### src/shared/printer_defines.svh
// Constants for the dot-matrix printer sequencer.
`ifndef PRINTER_DEFINES_SVH
`define PRINTER_DEFINES_SVH

// -------------------------------------------------------------------------
// Geometry
// -------------------------------------------------------------------------
`define ROWS          7
`define COLS          5
`define LINE_CHARS    40
`define ADDR_W        6
`define CHAR_W        8
`define END_LINE_CHAR 8'h0d

// -------------------------------------------------------------------------
// Timing
// -------------------------------------------------------------------------
`define CLK_NS        50
`define PULSE_NS      400000
`define GAP_NS        900000
`define PULSE_CYC     ((`PULSE_NS + `CLK_NS - 1) / `CLK_NS)
`define GAP_CYC       ((`GAP_NS + `CLK_NS - 1) / `CLK_NS)
`define CNT_W         15

// -------------------------------------------------------------------------
// Status bits
// -------------------------------------------------------------------------
`define ST_FULL_BIT   0
`define ST_PRINT_BIT  1
`define ST_FEED_BIT   2
`define ST_DONE_BIT   3

`endif

### src/shared/printer_pkg.sv
// Types shared by the printer sequencer modules.
package printer_pkg;
  // Sequencer states, one-hot.
  typedef enum logic [4:0] {
    ST_IDLE = 5'b00001,
    ST_HOME = 5'b00010,
    ST_FIRE = 5'b00100,
    ST_GAP  = 5'b01000,
    ST_FEED = 5'b10000
  } seq_state_t;
endpackage : printer_pkg

### src/shared/line_buf_if.sv
// Carrier between the sequencer and its line memory.
`timescale 1ns/1ns
`default_nettype none
`include "printer_defines.svh"
interface line_buf_if;
  logic                 wr_en;    // Write strobe.
  logic [`ADDR_W-1:0]   wr_addr;  // Write position.
  logic [`CHAR_W-1:0]   wr_data;  // Character written.
  logic [`ADDR_W-1:0]   rd_addr;  // Read position.
  logic [`CHAR_W-1:0]   rd_data;  // Registered read data.
  modport ctl (output wr_en, output wr_addr, output wr_data, output rd_addr, input rd_data);
  modport mem (input wr_en, input wr_addr, input wr_data, input rd_addr, output rd_data);
endinterface : line_buf_if
`default_nettype wire

### src/logic/line_buf_mem.sv
// Forty-character line memory with registered read.
`timescale 1ns/1ns
`default_nettype none
`include "printer_defines.svh"
module line_buf_mem (
  input  wire logic sys_clk_i,
  line_buf_if.mem   bus
);
  // Storage holds one full line of characters.
  logic [`CHAR_W-1:0] mem_r [0:`LINE_CHARS-1];  // Character cells.

  // -----------------------------------------------------------------------
  // Write port.
  // -----------------------------------------------------------------------
  always_ff @(posedge sys_clk_i) begin
    if (bus.wr_en) begin
      mem_r[bus.wr_addr] <= bus.wr_data;
    end
  end

  // -----------------------------------------------------------------------
  // Read port, registered so that the data lands one cycle after the address.
  // -----------------------------------------------------------------------
  always_ff @(posedge sys_clk_i) begin
    bus.rd_data <= mem_r[bus.rd_addr];
  end
endmodule : line_buf_mem
`default_nettype wire

### src/logic/dot_matrix_printer_sequencer.sv
// Sequencer that prints one line per head stroke on a seven-wire printer.
`timescale 1ns/1ns
`default_nettype none
`include "printer_defines.svh"
module dot_matrix_printer_sequencer
  import printer_pkg::*;
#(
  parameter int unsigned PULSE_CYCLES = `PULSE_CYC,  // Dot pulse length.
  parameter int unsigned GAP_CYCLES   = `GAP_CYC     // Pause after a dot.
) (
  input  wire logic                 sys_clk_i,
  input  wire logic                 rstn_i,
  input  wire logic                 host_wr_i,
  input  wire logic [`CHAR_W-1:0]   host_data_i,
  input  wire logic                 host_stat_rd_i,
  output logic      [3:0]           status_o,
  output logic                      irq_o,
  input  wire logic                 sense_input_0_i,
  input  wire logic                 sense_input_1_i,
  output logic      [`ROWS-1:0]     solenoid_o,
  output logic                      main_motor_o,
  output logic                      feed_motor_o
);

  // -----------------------------------------------------------------------
  // Declarations
  // -----------------------------------------------------------------------
  line_buf_if lb ();                         // Line memory carrier.
  seq_state_t             state_r;           // Sequencer state.
  seq_state_t             state_nxt;         // Next sequencer state.
  logic [`CHAR_W-1:0]     data_r;            // Host data register.
  logic                   full_r;            // Data register holds a byte.
  logic                   done_r;            // Line finished, sticky.
  logic [`ADDR_W-1:0]     fill_r;            // Characters stored so far.
  logic                   line_ready_r;      // Whole line is in memory.
  logic [`ADDR_W-1:0]     chr_r;             // Character being printed.
  logic [2:0]             col_r;             // Column inside the character.
  logic [`CNT_W-1:0]      cnt_r;             // Pulse and pause timer.
  logic                   home_prev_r;       // Head-return switch, last cycle.
  logic                   adv_prev_r;        // Advance switch, last cycle.
  logic                   adv_seen_r;        // Advance switch was seen on.
  logic                   take;              // Move data register into memory.
  logic                   home_fall;         // Head-return trailing edge.
  logic                   adv_fall;          // Advance trailing edge.
  logic                   col_last;          // Last column of last character.
  logic [2:0]             fire_col;          // Column that the next pulse prints.

  // Arbitrary column pattern generator: a full font table would not fit.
  function automatic logic [`ROWS-1:0] col_pattern(input logic [`CHAR_W-1:0] ch,
                                                   input logic [2:0]         col);
    logic [13:0] dbl;
    dbl = {ch[6:0], ch[6:0]};
    col_pattern = dbl[col +: 7];
  endfunction : col_pattern

  line_buf_mem u_mem (
    .sys_clk_i (sys_clk_i),
    .bus       (lb.mem)
  );

  // -----------------------------------------------------------------------
  // Switch sampling and edge detection
  // -----------------------------------------------------------------------
  // The filtered switches are synchronous already; one stage keeps history.
  always_ff @(posedge sys_clk_i) begin
    if (!rstn_i) begin
      home_prev_r <= 1'b0;
      adv_prev_r  <= 1'b0;
    end else begin
      home_prev_r <= sense_input_1_i;
      adv_prev_r  <= sense_input_0_i;
    end
  end
  assign home_fall = home_prev_r & ~sense_input_1_i;
  assign adv_fall  = adv_prev_r & ~sense_input_0_i;

  // -----------------------------------------------------------------------
  // Host data register
  // -----------------------------------------------------------------------
  // Bytes are only taken while idle; a write before the take overwrites the held byte.
  assign take = full_r && (state_r == ST_IDLE) && !line_ready_r;

  always_ff @(posedge sys_clk_i) begin
    if (!rstn_i) begin
      data_r <= 8'h00;
      full_r <= 1'b0;
    end else if (host_wr_i) begin
      data_r <= host_data_i;
      full_r <= 1'b1;         // A write wins over a take in the same cycle.
    end else if (take) begin
      full_r <= 1'b0;
    end
  end

  // -----------------------------------------------------------------------
  // Line fill
  // -----------------------------------------------------------------------
  // A line ends at forty characters or at a carriage return; the return
  // itself is stored as a blank so its own cell, still walked by the head, prints nothing.
  always_ff @(posedge sys_clk_i) begin
    if (!rstn_i) begin
      fill_r       <= 6'h00;
      line_ready_r <= 1'b0;
    end else if (take) begin
      if (data_r == `END_LINE_CHAR || fill_r == 6'(`LINE_CHARS - 1)) begin
        line_ready_r <= 1'b1;
      end
      fill_r <= fill_r + 6'h01;
    end else if (state_r == ST_FEED && state_nxt == ST_IDLE) begin
      fill_r       <= 6'h00;
      line_ready_r <= 1'b0;
    end
  end
  assign lb.wr_en   = take;
  assign lb.wr_addr = fill_r;
  assign lb.wr_data = (data_r == `END_LINE_CHAR) ? 8'h00 : data_r;
  // The memory read is registered, so during the pause the address already
  // points at the character of the next pulse; otherwise the first column of
  // each new character would be cut from the previous one.
  assign lb.rd_addr = (state_r == ST_GAP && col_r == 3'(`COLS - 1)) ? chr_r + 6'h01 : chr_r;
  // The column counter only steps as the pulse starts, so look one ahead here.
  assign fire_col   = (state_r == ST_FIRE) ? col_r :
                      (state_r == ST_GAP && col_r != 3'(`COLS - 1)) ? col_r + 3'h1 : 3'h0;

  // -----------------------------------------------------------------------
  // Sequencer
  // -----------------------------------------------------------------------
  assign col_last = (col_r == 3'(`COLS - 1)) && (chr_r == fill_r - 6'h01);

  always_comb begin
    state_nxt = state_r;
    case (state_r)
      ST_IDLE: begin
        if (line_ready_r) begin
          state_nxt = ST_HOME;
        end
      end
      ST_HOME: begin
        if (home_fall) begin
          state_nxt = ST_FIRE;
        end
      end
      ST_FIRE: begin
        if (cnt_r == `CNT_W'(PULSE_CYCLES - 1)) begin
          state_nxt = ST_GAP;
        end
      end
      ST_GAP: begin
        if (cnt_r == `CNT_W'(GAP_CYCLES - 1)) begin
          state_nxt = col_last ? ST_FEED : ST_FIRE;
        end
      end
      ST_FEED: begin
        if (adv_seen_r && adv_fall) begin
          state_nxt = ST_IDLE;
        end
      end
      default: state_nxt = ST_IDLE;
    endcase
  end

  always_ff @(posedge sys_clk_i) begin
    if (!rstn_i) begin
      state_r <= ST_IDLE;
    end else begin
      state_r <= state_nxt;
    end
  end

  // Timer restarts at every state change.
  always_ff @(posedge sys_clk_i) begin
    if (!rstn_i || state_nxt != state_r) begin
      cnt_r <= '0;
    end else if (state_r == ST_FIRE || state_r == ST_GAP) begin
      cnt_r <= cnt_r + `CNT_W'(1);
    end
  end

  // Column and character position walk five columns per character.
  always_ff @(posedge sys_clk_i) begin
    if (!rstn_i || state_r == ST_IDLE) begin
      col_r <= 3'h0;
      chr_r <= 6'h00;
    end else if (state_r == ST_GAP && state_nxt == ST_FIRE) begin
      if (col_r == 3'(`COLS - 1)) begin
        col_r <= 3'h0;
        chr_r <= chr_r + 6'h01;
      end else begin
        col_r <= col_r + 3'h1;
      end
    end
  end

  // Remember that the advance switch closed, so only its opening ends feed.
  always_ff @(posedge sys_clk_i) begin
    if (!rstn_i || state_r != ST_FEED) begin
      adv_seen_r <= 1'b0;
    end else if (sense_input_0_i) begin
      adv_seen_r <= 1'b1;
    end
  end

  // -----------------------------------------------------------------------
  // Printer outputs
  // -----------------------------------------------------------------------
  // Solenoids are registered and only set in the fire state, whose length
  // is bounded by the timer, so no wire can stay energised.
  always_ff @(posedge sys_clk_i) begin
    if (!rstn_i) begin
      solenoid_o <= '0;
    end else if (state_nxt == ST_FIRE) begin
      solenoid_o <= col_pattern(lb.rd_data, fire_col);
    end else begin
      solenoid_o <= '0;
    end
  end

  // Motors follow the state; the feed motor drops with the switch opening.
  always_ff @(posedge sys_clk_i) begin
    if (!rstn_i) begin
      main_motor_o <= 1'b0;
      feed_motor_o <= 1'b0;
    end else begin
      main_motor_o <= (state_nxt != ST_IDLE);
      feed_motor_o <= (state_nxt == ST_FEED);
    end
  end

  // -----------------------------------------------------------------------
  // Status and interrupt
  // -----------------------------------------------------------------------
  // Line done is set at the end of feed and cleared by a status read;
  // the set wins if both happen together.
  always_ff @(posedge sys_clk_i) begin
    if (!rstn_i) begin
      done_r <= 1'b0;
    end else if (state_r == ST_FEED && state_nxt == ST_IDLE) begin
      done_r <= 1'b1;
    end else if (host_stat_rd_i) begin
      done_r <= 1'b0;
    end
  end
  assign irq_o = done_r;
  assign status_o[`ST_FULL_BIT]  = full_r;
  assign status_o[`ST_PRINT_BIT] = line_ready_r;
  assign status_o[`ST_FEED_BIT]  = feed_motor_o;
  assign status_o[`ST_DONE_BIT]  = done_r;

  logic [`CNT_W-1:0] on_cnt_r;  // Cycles a solenoid has been on.
  always_ff @(posedge sys_clk_i) begin
    if (!rstn_i || solenoid_o == '0) begin
      on_cnt_r <= '0;
    end else begin
      on_cnt_r <= on_cnt_r + `CNT_W'(1);
    end
  end
endmodule : dot_matrix_printer_sequencer
`default_nettype wire

### config.mk
export PLATFORM = sky130hd
export DESIGN_NAME = dot_matrix_printer_sequencer
export DESIGN_NICKNAME = d
export VERILOG_FILES = /design/src/shared/printer_pkg.sv /design/src/shared/line_buf_if.sv /design/src/logic/line_buf_mem.sv /design/src/logic/dot_matrix_printer_sequencer.sv
export VERILOG_INCLUDE_DIRS = /design/src /design/src/shared
export SDC_FILE = /design/constraint.sdc
export NUM_CORES = 1
export LEC_CHECK = 0
export BUFFER_PORTS_ARGS = -buffer_cell sky130_fd_sc_hd__buf_2
export CAP_MARGIN = 30
export CELL_PAD_IN_SITES_DETAIL_PLACEMENT = 2
export CELL_PAD_IN_SITES_GLOBAL_PLACEMENT = 2
export CORE_MARGIN = 2
export CORE_UTILIZATION = 48
export DETAILED_ROUTE_END_ITERATION = 8
export GPL_ROUTABILITY_DRIVEN = 0
export PLACE_DENSITY = 0.86
export SYNTH_ARGS = -nofsm -noshare
export SYNTH_HDL_FRONTEND = slang
export SYNTH_SLANG_ARGS = --single-unit
export TNS_END_PERCENT = 100
### constraint.sdc
create_clock -name sys_clk_i -period 7.1 [get_ports sys_clk_i]
set_clock_uncertainty 0.1 [all_clocks]
set_input_delay 1.42 -clock sys_clk_i [delete_from_list [all_inputs] [get_ports sys_clk_i]]
set_output_delay 1.42 -clock sys_clk_i [all_outputs]
set_load 0.01 [all_outputs]
==> results of run 1 <==
-- path summary, 6_finish.rpt --
path	to	cells past startpoint	slack, ns
max reg2reg	u_mem.bus.rd_data[4]	10	2.95
max	u_mem.bus.rd_data[4]	10	2.95
min	cnt_r[1]	2	0.38
min reg2reg	cnt_r[1]	2	0.38
-- registers in the layout (all words and copies together) (netlist names) --
signal / flops
col_r: 3
fill_r: 6
data_r: 8
main_motor_o: 1
home_prev_r: 1
solenoid_o: 7
state_r: 5
adv_prev_r: 1
irq_o: 1
chr_r: 6
adv_seen_r: 1
feed_motor_o: 1
full_r: 1
cnt_r: 15
u_mem.mem_r: 280
u_mem.bus.rd_data: 7
line_ready_r: 1
-- metrics by stage --
stage / setup slack, ns / utilization, %
2_1_floorplan: 4.19 / -
3_3_place_gp: 3.20 / 50.0
3_5_place_dp: 3.20 / 50.1
4_1_cts: 3.09 / 54.1
5_1_grt: 2.77 / 54.3
6_report: 2.95 / 54.3
-- cell families (layout without fill, tap and decap cells) --
logic type,count (synthesis),count (layout),share of synthesized area [%]
AO/OA/AOI/OAI,328,328,14.4
AND/OR/NAND/NOR,363,363,11.7
adder cells (fa/ha/maj),6,6,0.474
XOR/XNOR,34,34,1.88
other,0,1,0
buffers and inverters,109,138,3.00
multiplexers,98,98,7.19
flip-flops,345,345,61.3
-- final cells by class --
type                    count  share of cell area [%]
repair buffers             56                    2.15
clock inverters            17                    1.24
well taps                 442                    3.13
inverters                  10                   0.213
diodes                      1                  0.0142
flip-flops and latches    345                    55.0
clock buffers              55                    6.10
multi-input cells         829                    32.1
-- synthesized netlist by cell type (9+ instances only) --
library cell	instances	share of area, %
o21ai_0	32	1.0
and2_1	18	0.71
a2111oi_0	13	0.72
a21oi_1	29	0.92
clkbuf_1	60	1.4
mux2i_1	72	4.6
a211oi_1	14	0.66
xor2_1	17	0.94
nand3_1	28	0.89
o221ai_1	27	1.5
edfxtp_1	280	53
nor4_1	25	0.99
nor3_1	30	0.95
nor2b_1	17	0.67
a2bb2oi_1	11	0.61
buf_2	24	0.76
o211ai_1	11	0.52
xnor2_1	17	0.94
dfxtp_1	65	8.2
o22ai_1	123	4.9
nor2_1	115	2.7
mux4_2	10	1.4
mux2_2	15	1.1
inv_1	9	0.21
and3_1	22	0.87
nand2_1	55	1.3
-- layer usage --
metal	vias to the layer above	track usage, %	wire (um)	part of all wire, %
met5	-	0	0	0
met1	6358	43.0	22300	38
li1	5060	-	-	-
met4	0	17.1	2880	4.9
met2	654	57.9	29100	49
met3	195	5.69	4470	7.6
-- worst max-delay path, stage by stage, from the launching register on --
cell       delay, ns
dfxtp_1         0.35
inv_1           0.16
ha_1            0.33
nand3_1         0.48
o21ai_4         0.30
buf_4           0.71
nand2_1         0.47
a2111oi_0       0.55
nor4_1          0.24
o32ai_1         0.25
a21oi_1         0.08
-- report_power, final --
group / switching, W / leakage [nW] / internal, W
Combinational: 0.000118 / 1.91 / 0.0000495
Sequential: 0.0000238 / 3.10 / 0.00221
Clock: 0.000859 / 0.632 / 0.00124
==> results.md, run 1 <==
- Outcome: finished, final reports clean
- Max frequency: 241 MHz
- Largest net degree at the start of global routing: 72
- Syn_nets: 1303
- Worst-margin pin slew: 1.05 ns
- Setup-failing EPs final: 0
- Layout filler cell count: 3111
- Slew Viols, Final: 0
- First-pass GRT wire length: 86700 um
- Post-DP HPWL: 35900 um
- CP startpoint: col_r[0]
- Yosys reg bits: 345
- Multi-input logic area: 0.00568 mm^2
- Static leakage: 5.64 nW
- Design area: 0.0177 mm^2
- Setup TNS: 0 ns
- Crit path DAT: 4.46 ns
- Post-DRT Antenna Nets: 0
- Initial Util: 48.6%
- WL/cell: 33.5 um
- Clk buf depth: 3
- Mapped Cells: 1283
- Max Cap Viol: 0
- Vias in the first global route: 13280
- DRC: 0
- Root buf cell: clkbuf_16
- Die width: 186 um
- H-tree levels: 2
- Worst r2r src: col_r[0]
- CORE AREA: 0.0325 mm^2
- Most common cell after layout, fill and taps aside: edfxtp_1
- Area grow syn2layout: 11.6%
- Routed WL: 58700 um
- Worst setup SP type: register
- Rows: 66
- Most frequent cells in the layout: edfxtp_1, o22ai_1, nor2_1, mux2i_1, dfxtp_1
- Drt via density: 6.99
- Initial DRC count: 1273
- Total CTS buffers: 39
- CP Capture Type: register
- Post-CTS setup buffer count: 0
- Post-route insts no fill: 1755
- Initial antenna violation count: 1
- Syn Area/Cell: 12.3 um^2
- Total grt overflow: 0
- Vias: 12267
- Pwr/cell area: 255 mW/mm^2
- Cts repair resizes: 0
- I/O pin count: 28
- Worst hold margin: 0.380 ns
- Async set-or-reset flop fraction in the synthesized netlist: 0%
- Fin. Hold Viols: 0
- Max_slew headroom: 29.2%
- Crit Path Max Fanout: 67
- Register area: 0.00971 mm^2
- Number of library cell types mapped by synthesis: 74
- RSZ-0062 raised after global routing: no
- Post-placement cell count: 1678
- Die area: 0.0344 mm^2
- YS warnings: 0
- CTS tree: built
- Overall global routing resource usage: 34.3%
- Min Tclk post-route: 4.15 ns
- Total power draw: 0.00450 W
- Nets: 1301
- Hold Path Class: register to register
- Placed inst area: 0.0163 mm^2
- Req. time, crit path: 7.41 ns
- Final Cycle Share: 58.4%
- Clock sink count: 345
- Die height: 186 um
- Clk Latency, worst-skew pair: 0.55 ns
- Drt pass-1 iters: 5
- Hold path startpoint: cnt_r[1]
- Critical path type: register to register
- Maximum VDD drop: 0.235 mV
- Post-synthesis cell area: 0.0158 mm^2
- # port buffers: 27
- Post-synth EDFFs: 280
- Primary FF master, synth: edfxtp_1
- Clock transition at path regs: 0.06 ns
- Layout cells sized above 1: 12.3%
- CTS hold repair buffers: 0
- Register area share after synthesis: 61.3%
(Power assumes the default switching activity.)
==> inputs of run 2 (changes only) <==
CORE_UTILIZATION = 44   (was 48)
PLACE_DENSITY = 0.8   (was 0.86)
clock period = 4.1 ns   (was 7.1 ns; I/O delays follow)
==> results.md, run 2 (same netlist as run 1, synthesis figures left out) <==
- Outcome: finished, final reports clean (unchanged)
- Die area: 0.0375 mm^2 (was 0.0344 mm^2)
- Net Switching: 0.00167 W (was 0.00100 W)
- Comb pwr share: 3.7% (about the same)
- WL/cell: 30.4 um (was 33.5 um)
- Critical path type: register to register (unchanged)
- Root buf cell: clkbuf_16 (unchanged)
- Pwr/cell area: 431 mW/mm^2 (was 255 mW/mm^2)
- Max Cap Viol: 0 (unchanged)
- Overall global routing resource usage: 28.9% (was 34.3%)
- Slew Viols, Final: 0 (unchanged)
- DRC: 0 (unchanged)
- Fin. Hold Viols: 0 (unchanged)
- CP Capture Type: register (unchanged)
- Crit Path Max Fanout: 43 (was 67)
- Rows: 69 (was 66)
- Clock Power Share: 45.9% (was 46.7%)
- Vias in the first global route: 12853 (was 13280)
- Post-CTS setup buffer count: 0 (unchanged)
- Worst setup SP type: register (unchanged)
- CTS hold repair buffers: 0 (unchanged)
- Layout cells sized above 1: 13.4% (was 12.3%)
- Vias: 11637 (was 12267)
- Part of the power in registers: 50.4% (was 49.6%)
- CORE AREA: 0.0355 mm^2 (was 0.0325 mm^2)
- Clock transition at path regs: 0.06 ns (about the same)
- Most common cell after layout, fill and taps aside: edfxtp_1 (unchanged)
- Drt via density: 6.52 (was 6.99)
- Worst path cell trace: inv_1, ha_1, nand3_1, or3_2, buf_4, o22a_1, o32ai_1, a211oi_1, a22oi_1, a211oi_1 (was inv_1, ha_1, nand3_1, o21ai_4, buf_4, nand2_1, a2111oi_0, nor4_1, o32ai_1, a21oi_1)
- Area grow syn2layout: 12.2% (was 11.6%)
- Most frequent cells in the layout: edfxtp_1, o22ai_1, nor2_1, mux2i_1, dfxtp_1 (unchanged)
- Max frequency: 268 MHz (was 241 MHz)
- Post-route insts no fill: 1786 (was 1755)
- Worst path slowest cell: or3_2 (was buf_4)
- Critical Path Most Common Cell: a211oi_1
- Maximum VDD drop: 0.325 mV (was 0.235 mV)
- Drt pass-1 iters: 5 (unchanged)
- Static leakage: 5.69 nW (was 5.64 nW)
- Die width: 194 um (was 186 um)
- Crit path DAT: 4.06 ns (was 4.46 ns)
- R2R setup slack: 0.37 ns (was 2.95 ns)
- Post-placement cell count: 1717 (was 1678)
- Total CTS buffers: 39 (unchanged)
- Clock sink count: 345 (unchanged)
- RSZ-0062 raised after global routing: no (unchanged)
- # port buffers: 27 (unchanged)
- Hold Path Class: register to register (unchanged)
- Max_slew headroom: 30.8% (was 29.2%)
- ANT cells: 0 (was 1)
- Final core utilization: 50.0% (was 54.3%)
- Worst slack at placement: 0.505 ns (was 3.20 ns)
- Final Cycle Share: 91.0% (was 58.4%)
- Setup TNS: 0 ns (unchanged)
- Initial DRC count: 988 (was 1273)
- Initial antenna violation count: 1 (unchanged)
- Most flop-heavy register: u_mem.mem_r (unchanged)
- I/O pin count: 28 (unchanged)
- Largest net degree at the start of global routing: 72 (unchanged)
- Post-DP HPWL: 35800 um (was 35900 um)
- Worst setup margin: 0.370 ns (was 2.95 ns)
- Regs by FF count: u_mem.mem_r (280), cnt_r (15), data_r (8) (unchanged)
- Sw Share: 21.8% (was 22.2%)
- Setup-failing EPs final: 0 (unchanged)
- Die height: 194 um (was 186 um)
- H-tree levels: 2 (unchanged)
- Routed WL: 54200 um (was 58700 um)
- Req. time, crit path: 4.43 ns (was 7.41 ns)
- Cts repair resizes: 0 (unchanged)
- Total grt overflow: 0 (unchanged)
- Min Tclk post-route: 3.73 ns (was 4.15 ns)
- Max FFs per register: 280 (unchanged)
- Worst hold margin: 0.377 ns (was 0.380 ns)
- CTS tree: built (unchanged)
- CP max stage delay: 0.88 ns (was 0.71 ns)
- Nets: 1317 (was 1301)
- Post-DRT Antenna Nets: 0 (unchanged)
- Clk buf depth: 3 (unchanged)
- Clk Latency, worst-skew pair: 0.56 ns (was 0.55 ns)
- Worst-margin pin slew: 1.04 ns (was 1.05 ns)
- First-pass GRT wire length: 82400 um (was 86700 um)
- Initial Util: 44.6% (was 48.6%)
- Internal Pwr Total: 0.00599 W (was 0.00350 W)
==> run 2: metal layers <==
layer / GRT usage, % / wire length [um]
met5: 0 / 9
met4: 13.1 / 2410
met3: 4.26 / 3180
met2: 49.6 / 27100
met1: 36.1 / 21500
==> run 2: path summary, 6_finish.rpt <==
kind / from / to / cells past startpoint
worst min-delay path: cnt_r[1] / cnt_r[1] / 2
worst max register to register: col_r[0] / u_mem.bus.rd_data[3] / 10
worst min register to register: cnt_r[1] / cnt_r[1] / 2
worst max-delay path: col_r[0] / u_mem.bus.rd_data[3] / 10
==> run 2: power groups by stage <==
stage | sequential [W] | combinational, W | clock [W]
floorplan | 0.00391 | 0.000180 | 0
global placement | 0.00393 | 0.000256 | 0
detailed placement | 0.00393 | 0.000279 | 0
CTS | 0.00386 | 0.000283 | 0.00357
global route | 0.00386 | 0.000305 | 0.00369
finish | 0.00386 | 0.000281 | 0.00352
==> run 2: per-stage QoR <==
| stage | power [W] | area (um^2) |
|---|---|---|
| CTS | 0.00771 | 17800 |
| global placement | 0.00419 | 16500 |
| global route | 0.00786 | 17800 |
| finish | 0.00766 | 17800 |
| floorplan | 0.00409 | 15800 |
| detailed placement | 0.00421 | 16500 |
==> run 2: area by class of cell <==
| cell class | count | area (um^2) |
|---|---|---|
| Clock buffer | 53 | 1070 |
| Tap cell | 461 | 577 |
| Sequential cell | 345 | 9710 |
| Fill cell | 3363 | 17700 |
| Multi-Input combinational cell | 829 | 5680 |
| Timing Repair Buffer | 72 | 485 |
| Clock inverter | 16 | 198 |
| Inverter | 10 | 37.5 |
==> run 2: worst max-delay path, delay by kind of cell, from the launching register on <==
family	cells	cell delay, ns
buf+inv	2	0.52
simple gates	2	1.19
flops	1	0.40
compound gates	5	1.08
fa+ha+maj	1	0.29
==> inputs of run 3 (changes only) <==
CAP_MARGIN = 15   (was 30)
CORE_UTILIZATION = 47   (was 44)
PLACE_DENSITY = 0.81   (was 0.8)
SYNTH_HIERARCHICAL = 1   (was not set)
==> results.md, run 3 <==
- Register area: 0.00971 mm^2 (about the same)
- RSZ-0062 raised after global routing: no (unchanged)
- CP Capture Type: register (unchanged)
- Initial antenna violation count: 0 (was 1)
- Most common cell after layout, fill and taps aside: edfxtp_1 (unchanged)
- Area grow syn2layout: 12.5% (was 12.2%)
- Outcome: finished, final reports clean (unchanged)
- Clk Latency, worst-skew pair: 0.54 ns (was 0.56 ns)
- Setup-failing EPs final: 0 (unchanged)
- Total grt overflow: 0 (unchanged)
- Sw Share: 20.7% (was 21.8%)
- Clock transition at path regs: 0.07 ns (was 0.06 ns)
- Critical Path Most Common Cell: buf_4 (was a211oi_1)
- Die width: 181 um (was 194 um)
- YS warnings: 6 (was 0)
- Pwr/cell area: 455 mW/mm^2 (was 431 mW/mm^2)
- Drt pass-1 iters: 5 (unchanged)
- Most flop-heavy register: u_mem/mem_r (was u_mem.mem_r)
- Layout cells sized above 1: 15.8% (was 13.4%)
- Post-synthesis cell area: 0.0147 mm^2 (was 0.0158 mm^2)
- Req. time, crit path: 4.38 ns (was 4.43 ns)
- CTS tree: built (unchanged)
- CP max stage delay: 0.78 ns (was 0.88 ns)
- Min Tclk post-route: 3.96 ns (was 3.73 ns)
- Rows: 64 (was 69)
- Max Cap Viol: 0 (unchanged)
- Drt via density: 6.14 (was 6.52)
- DRC: 0 (unchanged)
- Max frequency: 252 MHz (was 268 MHz)
- First-pass GRT wire length: 65800 um (was 82400 um)
- Syn_nets: 1055 (was 1303)
- Most frequent cells in the layout: edfxtp_1, mux2i_1, nor2_1, dfxtp_1, nand3_1 (was edfxtp_1, o22ai_1, nor2_1, mux2i_1, dfxtp_1)
- Clock sink count: 345 (unchanged)
- Vias: 9176 (was 11637)
- Root buf cell: clkbuf_16 (unchanged)
- WL/cell: 29.2 um (was 30.4 um)
- Comb pwr share: 2.1% (was 3.7%)
- Slew Viols, Final: 0 (unchanged)
- R2R setup slack: 0.14 ns (was 0.37 ns)
- CORE AREA: 0.0307 mm^2 (was 0.0355 mm^2)
- Net Switching: 0.00155 W (was 0.00167 W)
- Overall global routing resource usage: 26.9% (was 28.9%)
- Clock Power Share: 47.0% (was 45.9%)
- Die height: 181 um (was 194 um)
- # port buffers: 27 (unchanged)
- Fin. Hold Viols: 0 (unchanged)
- ANT cells: 0 (unchanged)
- Layout filler cell count: 2756 (was 3363)
- Design area: 0.0165 mm^2 (was 0.0178 mm^2)
- Crit Path Max Fanout: 18 (was 43)
- Routed WL: 43700 um (was 54200 um)
- Die area: 0.0326 mm^2 (was 0.0375 mm^2)
- Post-DRT Antenna Nets: 0 (unchanged)
- Static leakage: 5.24 nW (was 5.69 nW)
- Worst path cell trace: buf_4, or3_1, nor3_1, buf_4, mux2_2, nor2b_2, buf_4, a22o_1, a221oi_2, o22ai_1, o41ai_2 (was inv_1, ha_1, nand3_1, or3_2, buf_4, o22a_1, o32ai_1, a211oi_1, a22oi_1, a211oi_1)
- Crit path DAT: 4.24 ns (was 4.06 ns)
- Worst setup margin: 0.136 ns (was 0.370 ns)
- Worst slack at placement: 0.296 ns (was 0.505 ns)
- Worst hold margin: 0.399 ns (was 0.377 ns)
- Clk buf depth: 3 (unchanged)
- Nets: 1090 (was 1317)
- Placed inst area: 0.0152 mm^2 (was 0.0165 mm^2)
- Post-DP HPWL: 27900 um (was 35800 um)
- Worst-margin pin slew: 0.875 ns (was 1.04 ns)
- Total power draw: 0.00750 W (was 0.00766 W)
- H-tree levels: 2 (unchanged)
- Total CTS buffers: 38 (was 39)
- Max_slew headroom: 41.4% (was 30.8%)
- Multi-input logic area: 0.00453 mm^2 (was 0.00568 mm^2)
- Mapped Cells: 1035 (was 1283)
- Internal Pwr Total: 0.00594 W (was 0.00599 W)
- Critical path type: register to register (unchanged)
- Initial Util: 47.8% (was 44.6%)
- Setup TNS: 0 ns (unchanged)
- Syn Area/Cell: 14.2 um^2 (was 12.3 um^2)
- Regs by FF count: u_mem/mem_r (280), cnt_r (15), data_r (8) (was u_mem.mem_r (280), cnt_r (15), data_r (8))
- Worst setup SP type: register (unchanged)
- Final Cycle Share: 96.7% (was 91.0%)
- Maximum VDD drop: 0.353 mV (was 0.325 mV)
- I/O pin count: 28 (unchanged)
- Part of the power in registers: 50.9% (was 50.4%)
- Initial DRC count: 689 (was 988)
- Worst path slowest cell: nor2b_2 (was or3_2)
- Largest net degree at the start of global routing: 57 (was 72)
- Hold Path Class: input port to register (was register to register)
- Vias in the first global route: 10057 (was 12853)
- Max FFs per register: 280 (unchanged)
==> run 3: worst paths after layout <==
path / start / cells past startpoint / endpoint
worst max-delay path: state_r[4] / 11 / u_mem/bus.rd_data[2]
worst min-delay path: sense_input_1_i / 2 / home_prev_r
worst max register to register: state_r[4] / 11 / u_mem/bus.rd_data[2]
worst min register to register: cnt_r[1] / 2 / cnt_r[1]
==> run 3: critical path: cells and delay by family (launching register included) <==
family	cells	cell delay, ns
AOI/OAI and AO/OA	4	0.65
muxes	1	0.49
and+or+nand+nor	3	1.51
buffers and inverters	3	0.74
DFF	1	0.31
==> run 3: layout make-up <==
type	count	share of cell area [%]
tap	396	3.01
timing repair buffer	61	2.52
clock buffer	47	6.19
multi-input combinational	612	27.5
inverter	12	0.273
clock inverter	22	1.61
sequential	345	58.9
==> run 3: power groups by stage <==
stage,sequential (W),combinational [W],clock [W]
detailed placement,0.00389,0.000156,0
finish,0.00382,0.000159,0.00352
CTS,0.00382,0.000161,0.00357
floorplan,0.00388,0.0000843,0
global route,0.00381,0.000169,0.00369
global placement,0.00389,0.000143,0
==> run 3: through the flow <==
step / util, % / instances
after floorplan: - / 1035
after CTS: 53.7 / 1495
after global placement: 49.5 / 1426
after detailed placement: 49.5 / 1426
final: 53.7 / 1495
after global routing: 53.7 / 1495
==> run 3: per-layer routing <==
layer,routed length [um],track usage [%]
met5,0,0
met4,1580,10.0
met3,2020,3.54
met2,21800,45.8
met1,18200,35.4
==> run 3: timing repair <==
action | 4_1_cts | 5_1_grt
setup buffers | 0 | 0
resized for setup | 0 | 1
hold buffers | 0 | 0
setup endpoints to repair | 0 | 1
